==> src/rtl/crs_pkg.sv <==
// Purpose: shared constants and types of the cpu core register set
// Assumes: one 100 MHz clock, synchronous active-high reset
// Notes:   stack holds 64 bytes; the upper ten pointer bits are fixed
// Contract
// RQ1: add sets half-carry on bit3 carry
// RQ2: interrupt entry sets the mask flag
// RQ3: mask blocks maskable interrupts, not trap
// RQ4: masked requests stay pending until unmasked
// RQ5: interrupt return restores context, clearing mask
// RQ6: unmasked pending served regardless of priority
// RQ7: sign flag copies result bit seven
// RQ8: zero flag set on zero result
// RQ9: carry flag shows overflow or borrow
// RQ10: set/reset carry; shifts and tests update carry
// RQ11: reset loads condition flags 111x1xxx
// RQ12: second index register never joins context
// RQ13: sixteen-bit pointer with separate byte halves
// RQ14: push then decrement, increment then pop
// RQ15: 64-byte stack, fixed upper bits, reset 00ff
// RQ16: reset or reinit sets low six bits
// RQ17: stack pointer wraps silently both ways
// RQ18: context push starts with pointer low byte
// RQ19: call uses two bytes, interrupt five
// RQ20: stack pointer low byte loadable and readable
// RQ21: condition flags pushable and poppable
// RQ22: accumulator and index registers are eight bits
// RQ23: context order ipl, iph, x, a, flags
// RQ24: flags update with the result write
package crs_pkg;
    localparam int          CRS_STK_DEPTH = 64;
    localparam int          CRS_SP_BITS   = 6;
    localparam int          CRS_CTX_BYTES = 5;
    localparam int          CRS_CALL_BYTES = 2;
    localparam logic [7:0]  CRS_CC_RESET  = 8'he8;
    localparam logic [15:0] CRS_SP_RESET  = 16'h00ff;
    localparam logic [9:0]  CRS_SP_FIXED  = 10'h003;
    localparam logic [5:0]  CRS_SP_LOW_RST = 6'h3f;
    localparam logic [2:0]  CRS_CTX_LAST  = 3'h4;
    localparam int          CRS_BIT_H     = 4;
    localparam int          CRS_BIT_I     = 3;
    localparam int          CRS_BIT_N     = 2;
    localparam int          CRS_BIT_Z     = 1;
    localparam int          CRS_BIT_C     = 0;
    localparam logic [7:0]  CRS_CC_ONES   = 8'he0;

    typedef enum logic [1:0] {
        CRS_IDLE,
        CRS_PUSH,
        CRS_POP
    } crs_state_t;
endpackage

==> src/rtl/crs_regset.sv <==
// Purpose: programmer-visible registers, flags and stack of the cpu core
// Assumes: sequencer issues instruction strobes only while busy_o is low
// Notes:   interrupt entry and return run five-cycle stack sequences
`timescale 1ns/100ps
module crs_regset
    import crs_pkg::*;
(
    input  wire logic        clk_i,
    input  wire logic        sys_rst_i,
    input  wire logic [7:0]  wr_data_i,
    input  wire logic        a_we_i,
    input  wire logic        x_we_i,
    input  wire logic        y_we_i,
    input  wire logic        nz_we_i,
    input  wire logic        carry_we_i,
    input  wire logic        carry_i,
    input  wire logic        add_i,
    input  wire logic        add_carry_i,
    input  wire logic [7:0]  add_op_i,
    input  wire logic        set_carry_instr_i,
    input  wire logic        reset_carry_instr_i,
    input  wire logic        set_mask_i,
    input  wire logic        clr_mask_i,
    input  wire logic        ip_lo_we_i,
    input  wire logic        ip_hi_we_i,
    input  wire logic        push_i,
    input  wire logic        push_cc_i,
    input  wire logic        pop_i,
    input  wire logic        pop_cc_i,
    input  wire logic        stack_reinit_instr_i,
    input  wire logic        sp_load_instr_i,
    input  wire logic        irq_req_i,
    input  wire logic        trap_i,
    input  wire logic        interrupt_return_instr_i,
    output logic      [7:0]  acc_o,
    output logic      [7:0]  idx_x_o,
    output logic      [7:0]  idx_y_o,
    output logic      [15:0] instruction_pointer_o,
    output logic      [7:0]  condition_flags_o,
    output logic      [15:0] stack_pointer_o,
    output logic      [7:0]  pop_data_o,
    output logic             irq_pending_o,
    output logic             int_take_o,
    output logic             busy_o
);
    typedef struct packed {
        logic [CRS_STK_DEPTH-1:0][7:0] stk;
        logic [7:0]                    a;
        logic [7:0]                    x;
        logic [7:0]                    y;
        logic [15:0]                   ip;
        logic [7:0]                    cc;
        logic [15:0]                   sp;
        logic [7:0]                    pop_q;
        logic                          pend;
        logic                          take;
        logic                          busy;
        crs_state_t                    st;
        logic [2:0]                    cnt;
    } crs_regs_t;

    crs_regs_t q_ff;
    crs_regs_t nxt_q;

    logic [7:0] sum_w;
    logic       half_w;
    logic       cout_w;
    logic [5:0] sp_dn;
    logic [5:0] sp_up;

    // low six bits move; upper ten are rebuilt from the fixed pattern
    function automatic logic [15:0] sp_fix(input logic [5:0] low);
        sp_fix = {CRS_SP_FIXED, low}; // RQ15 RQ17
    endfunction

    function automatic logic [7:0] set_nz(input logic [7:0] cc, input logic [7:0] res);
        logic [7:0] r;
        r            = cc;
        r[CRS_BIT_N] = res[7];       // RQ7
        r[CRS_BIT_Z] = (res == 8'h00); // RQ8
        set_nz = r;
    endfunction

    crs_adder u_adder (
        .op_a_i  (q_ff.a),
        .op_b_i  (add_op_i),
        .cin_i   (add_carry_i & q_ff.cc[CRS_BIT_C]),
        .sum_o   (sum_w),
        .half_o  (half_w),
        .carry_o (cout_w)
    );

    always_comb begin
        nxt_q      = q_ff;
        nxt_q.take = 1'b0;
        sp_dn      = q_ff.sp[5:0] - 6'h01; // RQ14 RQ17
        sp_up      = q_ff.sp[5:0] + 6'h01; // RQ14 RQ17
        case (q_ff.st)
            CRS_IDLE: begin
                if (a_we_i) begin
                    nxt_q.a = wr_data_i; // RQ22
                end
                if (x_we_i) begin
                    nxt_q.x = wr_data_i;
                end
                if (y_we_i) begin
                    nxt_q.y = wr_data_i;
                end
                if (nz_we_i) begin
                    nxt_q.cc = set_nz(nxt_q.cc, wr_data_i); // RQ24
                end
                if (carry_we_i) begin
                    nxt_q.cc[CRS_BIT_C] = carry_i; // RQ9 RQ10
                end
                if (add_i) begin
                    nxt_q.a             = sum_w;
                    nxt_q.cc            = set_nz(nxt_q.cc, sum_w); // RQ24
                    nxt_q.cc[CRS_BIT_H] = half_w;                  // RQ1
                    nxt_q.cc[CRS_BIT_C] = cout_w;                  // RQ9
                end
                if (set_carry_instr_i) begin
                    nxt_q.cc[CRS_BIT_C] = 1'b1; // RQ10
                end
                if (reset_carry_instr_i) begin
                    nxt_q.cc[CRS_BIT_C] = 1'b0; // RQ10
                end
                if (set_mask_i) begin
                    nxt_q.cc[CRS_BIT_I] = 1'b1; // RQ2
                end
                if (clr_mask_i) begin
                    nxt_q.cc[CRS_BIT_I] = 1'b0;
                end
                if (ip_lo_we_i) begin
                    nxt_q.ip[7:0] = wr_data_i; // RQ13
                end
                if (ip_hi_we_i) begin
                    nxt_q.ip[15:8] = wr_data_i; // RQ13
                end
                if (push_i || push_cc_i) begin
                    nxt_q.stk[q_ff.sp[5:0]] = push_cc_i ? q_ff.cc : wr_data_i; // RQ14 RQ21
                    nxt_q.sp                = sp_fix(sp_dn);
                end else if (pop_i || pop_cc_i) begin
                    nxt_q.sp = sp_fix(sp_up); // RQ14
                    if (pop_cc_i) begin
                        nxt_q.cc = q_ff.stk[sp_up] | CRS_CC_ONES; // RQ21
                    end else begin
                        nxt_q.pop_q = q_ff.stk[sp_up];
                    end
                end
                if (sp_load_instr_i) begin
                    nxt_q.sp = sp_fix(wr_data_i[5:0]); // RQ20
                end
                if (stack_reinit_instr_i) begin
                    nxt_q.sp = sp_fix(CRS_SP_LOW_RST); // RQ16
                end
                if (interrupt_return_instr_i) begin
                    nxt_q.st   = CRS_POP;
                    nxt_q.cnt  = 3'h0;
                    nxt_q.busy = 1'b1;
                end else if (trap_i || (q_ff.pend && !q_ff.cc[CRS_BIT_I])) begin // RQ3 RQ6
                    nxt_q.st   = CRS_PUSH;
                    nxt_q.cnt  = 3'h0;
                    nxt_q.busy = 1'b1;
                    nxt_q.take = 1'b1;
                    if (!trap_i) begin
                        nxt_q.pend = 1'b0; // RQ4
                    end
                end
            end
            CRS_PUSH: begin
                // context order: ipl, iph, x, a, flags; y stays out
                case (q_ff.cnt)
                    3'h0:    nxt_q.stk[q_ff.sp[5:0]] = q_ff.ip[7:0];  // RQ18
                    3'h1:    nxt_q.stk[q_ff.sp[5:0]] = q_ff.ip[15:8]; // RQ23
                    3'h2:    nxt_q.stk[q_ff.sp[5:0]] = q_ff.x;        // RQ12
                    3'h3:    nxt_q.stk[q_ff.sp[5:0]] = q_ff.a;
                    default: nxt_q.stk[q_ff.sp[5:0]] = q_ff.cc;
                endcase
                nxt_q.sp  = sp_fix(sp_dn);
                nxt_q.cnt = q_ff.cnt + 3'h1;
                if (q_ff.cnt == CRS_CTX_LAST) begin // RQ19
                    nxt_q.cc[CRS_BIT_I] = 1'b1; // RQ2
                    nxt_q.st            = CRS_IDLE;
                    nxt_q.busy          = 1'b0;
                end
            end
            CRS_POP: begin
                case (q_ff.cnt)
                    3'h0:    nxt_q.cc       = q_ff.stk[sp_up] | CRS_CC_ONES; // RQ5
                    3'h1:    nxt_q.a        = q_ff.stk[sp_up];               // RQ23
                    3'h2:    nxt_q.x        = q_ff.stk[sp_up];
                    3'h3:    nxt_q.ip[15:8] = q_ff.stk[sp_up];
                    default: nxt_q.ip[7:0]  = q_ff.stk[sp_up];
                endcase
                nxt_q.sp  = sp_fix(sp_up);
                nxt_q.cnt = q_ff.cnt + 3'h1;
                if (q_ff.cnt == CRS_CTX_LAST) begin // RQ19
                    nxt_q.st   = CRS_IDLE;
                    nxt_q.busy = 1'b0;
                end
            end
            default: begin
                nxt_q.st   = CRS_IDLE;
                nxt_q.busy = 1'b0;
            end
        endcase
        // a new request wins over the clear made when it is taken
        if (irq_req_i) begin
            nxt_q.pend = 1'b1; // RQ4
        end
        nxt_q.cc = nxt_q.cc | CRS_CC_ONES; // RQ11
    end

    always_ff @(posedge clk_i) begin
        if (sys_rst_i) begin
            q_ff      <= '0;
            q_ff.cc   <= CRS_CC_RESET; // RQ11
            q_ff.sp   <= CRS_SP_RESET; // RQ15 RQ16
            q_ff.st   <= CRS_IDLE;
        end else begin
            q_ff <= nxt_q;
        end
    end

    assign acc_o                 = q_ff.a;
    assign idx_x_o               = q_ff.x;
    assign idx_y_o               = q_ff.y;
    assign instruction_pointer_o = q_ff.ip;
    assign condition_flags_o     = q_ff.cc;
    assign stack_pointer_o       = q_ff.sp;
    assign pop_data_o            = q_ff.pop_q;
    assign irq_pending_o         = q_ff.pend;
    assign int_take_o            = q_ff.take;
    assign busy_o                = q_ff.busy;

    logic idle_w;
    assign idle_w = (q_ff.st == CRS_IDLE);
endmodule

==> src/rtl/crs_adder.sv <==
// Purpose: eight-bit adder giving sum, half-carry and carry
// Assumes: purely combinational, used by the register set
// Notes:   half-carry is the carry out of the low nibble
`timescale 1ns/100ps
module crs_adder (
    input  wire logic [7:0] op_a_i,
    input  wire logic [7:0] op_b_i,
    input  wire logic       cin_i,
    output logic      [7:0] sum_o,
    output logic            half_o,
    output logic            carry_o
);
    logic [4:0] lo;
    logic [4:0] hi;

    always_comb begin
        lo      = {1'b0, op_a_i[3:0]} + {1'b0, op_b_i[3:0]} + {4'h0, cin_i};
        hi      = {1'b0, op_a_i[7:4]} + {1'b0, op_b_i[7:4]} + {4'h0, lo[4]};
        sum_o   = {hi[3:0], lo[3:0]};
        half_o  = lo[4]; // RQ1
        carry_o = hi[4]; // RQ9
    end
endmodule

==> config.mk <==
export PLATFORM = sky130hd
export DESIGN_NAME = crs_regset
export DESIGN_NICKNAME = d
export VERILOG_FILES = /design/src/rtl/crs_pkg.sv /design/src/rtl/crs_regset.sv /design/src/rtl/crs_adder.sv
export SDC_FILE = /design/constraint.sdc
export NUM_CORES = 2
export LEC_CHECK = 0
export BUFFER_PORTS_ARGS = -buffer_cell sky130_fd_sc_hd__buf_2
export CAP_MARGIN = 20
export CORE_UTILIZATION = 45
export CTS_CLUSTER_SIZE = 24
export DETAILED_ROUTE_END_ITERATION = 12
export GPL_ROUTABILITY_DRIVEN = 1
export HOLD_SLACK_MARGIN = 0.15
export PLACE_DENSITY = 0.63
export SYNTH_ARGS = -nofsm -noshare
export SYNTH_HDL_FRONTEND = slang
export SYNTH_SLANG_ARGS = --single-unit
export TNS_END_PERCENT = 5
==> constraint.sdc <==
create_clock -name clk_i -period 9.2 [get_ports clk_i]
set_clock_uncertainty 0.05 [all_clocks]
set_input_delay 1.84 -clock clk_i [delete_from_list [all_inputs] [get_ports clk_i]]
set_output_delay 1.84 -clock clk_i [all_outputs]
set_load 0.005 [all_outputs]
== After elaboration in Yosys (flattened, before gate mapping) ==
Index checks and enable logic that the tools add are counted.
Word-level totals
  bits in latches: 0
  memories: 0
  register bits: 590
  logic and storage cells: 201
  input port bits: 41
  output and inout port bits: 75
  RAM bits: 0
  bits in read-only memories: 0
Operators by class
  add/sub/neg operators: 7
  $mul: 0
  magnitude comparators: 3
  reduce and logical (&&, ||, !) cells: 32
  mux-type cells: 54
  shift-type cells: 0
  div/mod/pow operators: 0
  equal/unequal tests: 22
  bitwise gates (word level): 4
Operators by type and width (count)
  $bwmux W512: 6
  $pmux W512 S4: 1
  $pmux W512 S2: 1
  $mux W512: 1
  $mux W8: 18
  $bmux W8 S6: 1
  $demux W8 S6: 1
  $mux W16: 3
  $pmux W16 S3: 1
  $pmux W20 S2: 1
  $mux W32: 1
  $pmux W16 S2: 1
  $pmux W3 S2: 3
  $logic_not A8 Y1: 2
  $reduce_and A3 Y1: 5
  $lt A6 B7 Y1 const B: 2
  $ne A2 B2 Y1 const B: 7
  $ne A2 B1 Y1 const B: 6
  $reduce_and A2 Y1: 6
  $add A4 B4 Y5: 2
  $add A5 B1 Y5: 2
  $reduce_bool A2 Y1: 5
  $mux W1: 8
  $reduce_and A4 Y1: 2
  other kinds (28): 36

== Longest topological paths before layout ==
  word-level depth: 13
  depth in mapped cells: 17
  mapped depth without buffers: 15

== By module ==
A second synthesis with hierarchy kept.
Second synthesis, totals
  cells, all modules: 3624
  area total of the unflattened synthesis: 29370.7 um^2
Modules (own cells, without submodules)
  crs_regset: sequential area each 11611.1 um^2, area an instance 29082.9 um^2, cells each 3591, instances 1
  crs_adder: sequential area each 0.0 um^2, area an instance 287.8 um^2, cells each 33, instances 1

== Worst setup path after synthesis ==
OpenSTA, ideal clock, no wires.
  kind: input -> register
  start: input port add_op_i[0]
  end: register q_ff (netlist bit condition_flags_o[1])
  required time: 9081 ps
  path buffers: 0
  stages: 13
  library setup time: 69 ps
  data arrival time: 4445 ps
  slack: 4636 ps
  path through: inv_1 > fa_1 > inv_1 > fa_1 > a21o_1 > a21o_1 > fa_1 > fa_1 > nor4b_1 > nand4_1 > o32ai_1 > a22oi_1 > o21ai_1
Between the ends
  word-level cells in the longest chain between the ends: 9
RTL lines
  start, declared: line crs_regset.sv:19  | input wire logic [7:0] add_op_i,
  $add A4 B4 Y5 *: line crs_adder.sv:17  | lo = {1'b0, op_a_i[3:0]} + {1'b0, op_b_i[3:0]} + {4'h0, cin_i};
  $add A5 B1 Y5 *: line crs_adder.sv:17
  $add A5 B1 Y5: line crs_adder.sv:18  | hi = {1'b0, op_a_i[7:4]} + {1'b0, op_b_i[7:4]} + {4'h0, lo[4]};
  $logic_not A8 Y1 *: line crs_regset.sv:80  | r[CRS_BIT_Z] = (res == 8'h00);
  $mux W5 *: line crs_regset.sv:115  | if (add_i) begin
  $mux W8: line crs_regset.sv:144  | if (pop_cc_i) begin
  $mux W32: line crs_regset.sv:142  | end else if (pop_i || pop_cc_i) begin
  $mux W8 *: line crs_regset.sv:139  | if (push_i || push_cc_i) begin
  $pmux W3 S2 *: line crs_regset.sv:98  | case (q_ff.st)
  end signal, assigned: line crs_regset.sv:221  | q_ff <= nxt_q;
  end, declared: line crs_regset.sv:62  | crs_regs_t q_ff;
Mark *: on every way between the ends. The rest lies on a longest branch, timed or not. The select of a mux whose other input is x is not followed.
A chain may end at the register's enable or synchronous reset.

== Final worst setup path ==
  start: register q_ff[4] (netlist name)
  end: register q_ff[291] (netlist name)
Between the ends
  word-level cells in the longest chain between the ends: 3
  elaborated cells on any way between the ends: 6
  those cells by class: eq/ne: 2; mux: 1; reduce/logical: 3
RTL lines (line)
  $logic_not A2 Y1 / $eq A2 B1 Y1 (equally long branches): crs_regset.sv:98
  $ne A2 B1 Y1 (no source line) / $reduce_bool A2 Y1 (equally long branches)
  $reduce_and A2 Y1 (no source line)
Several ways; a longest one is shown, not always the timed one.

==> run metrics <==
status=finished clean; startpoint types=flop; worst-margin pin slew=1160 ps; RSZ-0062 raised after global routing=false; setup violators final=0; Gate Count Post-Synth=4396; Power, Total=13.1 mW; Total GRT Usage=37.9%; Post-CTS Setup Bufs=0; Die W=278 um; RePlAce Congestion=0.993; Post-synth EDFFs=0; total of max-cap violations=0; final hold violation count=0; HP Class=reg -> reg; final worst path period need=4900 ps; PostCTS Resize Cnt=0; WHS=402 ps; Final Util=49.4%; DR vias=36200; leak pwr=12.4 nW; Routed Antenna Nets=0; Core ar.=0.0749 mm^2; met1 wire length=58.6 mm; setup_tns=0 ps; CTS clk-pin slew, worst paths=60 ps; Die H=278 um; Vias/cell=6.96; Power Density=353 mW/mm^2; Initial DRC Count=5439; Post-Synthesis Cell Area=0.0343 mm^2; WP data arrival=5340 ps; ys async rst share=0%; Data required, critical path=9640 ps; vias in the first global route=32900; CTS tree=built; gr ovfl total=0; met2 WL post-DR=61.7 mm; # rows=100; fin worst setup slack=4300 ps; Max H-tree Level=3; layout cell share with drive strength beyond 1=12.8%; dominant synthesized flop cell=dfxtp_1; CTS max path bufs=3; Synth Area per Inst=7.80 um^2; Place WS=4120 ps; average wire per standard cell=29.0 um; pin count of the biggest net entering global routing=138; final WL=151 mm; Met3 Routed Length=21.1 mm; num ports=116; drt first pass iters=8; Peak VDD IR=0.000353 V; Tcrit/Tclk final=53.3%; CTS hold repair buffers=0; initial antenna violation count=9; Starting Density=45.8%; YS warnings=0; Syn-to-layout area delta=7.90%; DP HPWL=94.6 mm; IO Port Bufs=104; clk root buf=clkbuf_16; DRC viols=0; first-pass GRT wire length=223 mm; top routing layer used=met5; Worst Setup Path Type=reg -> reg; Nets=4240; Max Clk Rate=204 MHz; Die ar.=0.0773 mm^2; CTS sink cnt=580; Slew headroom=22.9%; CP max FO=51; register area share after synthesis=33.8%; TritonCTS buffer count=69; Final Max Slew Viols=0; Critical Path Sink Type=flop; Synth cell types=88; worst skew pair latency=640 ps; Synth Register Bits=580
## worst max-delay path, stage by stage (launching register included)
cell      delay, ps
dfxtp_1         350
inv_1           120
ha_4            540
buf_4           710
nand2b_1        410
nor2_4          160
buf_4           530
buf_4           720
nand3_1         640
o221ai_1        390
nor2_1           60
## cell families (layout without fill, tap and decap cells)
| family | after synthesis | in the layout | share of synthesized area (%) |
|---|---|---|---|
| AO/OA/AOI/OAI | 1591 | 1591 | 29.3 |
| other | 2 | 15 | 0.0219 |
| AND/OR/NAND/NOR | 1491 | 1491 | 18.3 |
| XOR/XNOR | 11 | 11 | 0.325 |
| adder cells (fa/ha/maj) | 21 | 21 | 0.854 |
| buffers and inverters | 518 | 345 | 7.38 |
| multiplexers | 182 | 182 | 10.0 |
| flip-flops | 580 | 580 | 33.8 |
## final timing paths
check,from,to,slack (ps),cells past startpoint
min reg2reg,pop_data_o[4]$_SDFFE_PP0P_,pop_data_o[4]$_SDFFE_PP0P_,400,2
max reg2reg,q_ff[4]$_SDFFE_PP0P_,q_ff[291]$_SDFFE_PP0P_,4300,10
max,q_ff[4]$_SDFFE_PP0P_,q_ff[291]$_SDFFE_PP0P_,4300,10
min,pop_data_o[4]$_SDFFE_PP0P_,pop_data_o[4]$_SDFFE_PP0P_,400,2
## power by group
part           internal (mW)  total [mW]  switching (mW)
Clock                   1.69        2.85            1.17
Combinational           1.79        7.19            5.40
Sequential              2.76        3.03           0.268
Total                   6.24        13.1            6.84
## cells in the mapped netlist, drive strengths merged, types with 19 or more instances
cell type,count,share of area [%]
nor3,102,1.5
dfxtp,580,34
o21ai,430,6.3
nand3,70,1.0
a211oi,266,5.8
buf,221,4.1
inv,24,0.26
nand4,28,0.53
mux2i,51,1.5
mux4,126,8.4
a31oi,19,0.35
o221a,48,1.6
a221oi,39,1.0
nand2,563,6.2
clkbuf,273,3.0
a21oi,487,7.1
a22oi,52,1.1
o22ai,50,0.91
o221ai,32,0.82
a2111oi,67,1.7
nor2b,23,0.42
nor2,628,7.0
## cells in the final DEF (no fill, tap or decap), types with 8 or more instances in the layout
| cell type | count |
|---|---|
| o22a_1 | 11 |
| nand3_1 | 70 |
| o2111ai_1 | 10 |
| nand2b_1 | 14 |
| o221a_2 | 48 |
| clkbuf_1 | 21 |
| mux4_1 | 10 |
| o22ai_1 | 50 |
| o21ai_0 | 420 |
| mux2i_1 | 51 |
| clkbuf_8 | 22 |
| nand4_1 | 27 |
| ha_1 | 15 |
| nor2b_1 | 20 |
| nor2_1 | 609 |
| dfxtp_1 | 578 |
| inv_1 | 23 |
| buf_2 | 103 |
| and3_1 | 15 |
| a21oi_1 | 485 |
| nor2_2 | 11 |
| nor3_1 | 100 |
| a22oi_1 | 52 |
| conb_1 | 11 |
| a21o_1 | 16 |
| nor2_4 | 8 |
| buf_4 | 89 |
| nand2_1 | 559 |
| mux4_2 | 116 |
| a211oi_1 | 261 |
| clkbuf_16 | 73 |
| a31oi_1 | 17 |
| a2111oi_0 | 67 |
| o221ai_1 | 32 |
| a221oi_1 | 39 |
## flip-flops by register name, summed over array words and instances (netlist names)
name                   cells
q_ff                     517
instruction_pointer_o     16
acc_o                      8
idx_x_o                    8
idx_y_o                    8
pop_data_o                 8
stack_pointer_o            7
condition_flags_o          5
busy_o                     1
int_take_o                 1
irq_pending_o              1
## layout make-up
class                   instances  area, um^2
fillers                      7241       37900
clock buffers                 116        2210
diodes                          4        10.0
inverters                      24        90.1
well taps                     969        1210
multi-input cells            3307       20500
clock inverters                 9         104
flip-flops and latches        580       11600
repair buffers                196        1260
## metal layers
layer | GRT usage [%] | vias up
met2 | 53.9 | 2727
met4 | 20.5 | 8
li1 | - | 15700
met1 | 49.8 | 17200
met5 | 0 | -
met3 | 13.5 | 621
## through the flow
step	instance area, um^2	cells
floorplan	34300	4405
global placement	34700	5075
detailed placement	34700	5075
CTS	37000	5200
global route	37000	5204
finish	37000	5205
No activity file was read; power rests on OpenSTA's default activity.
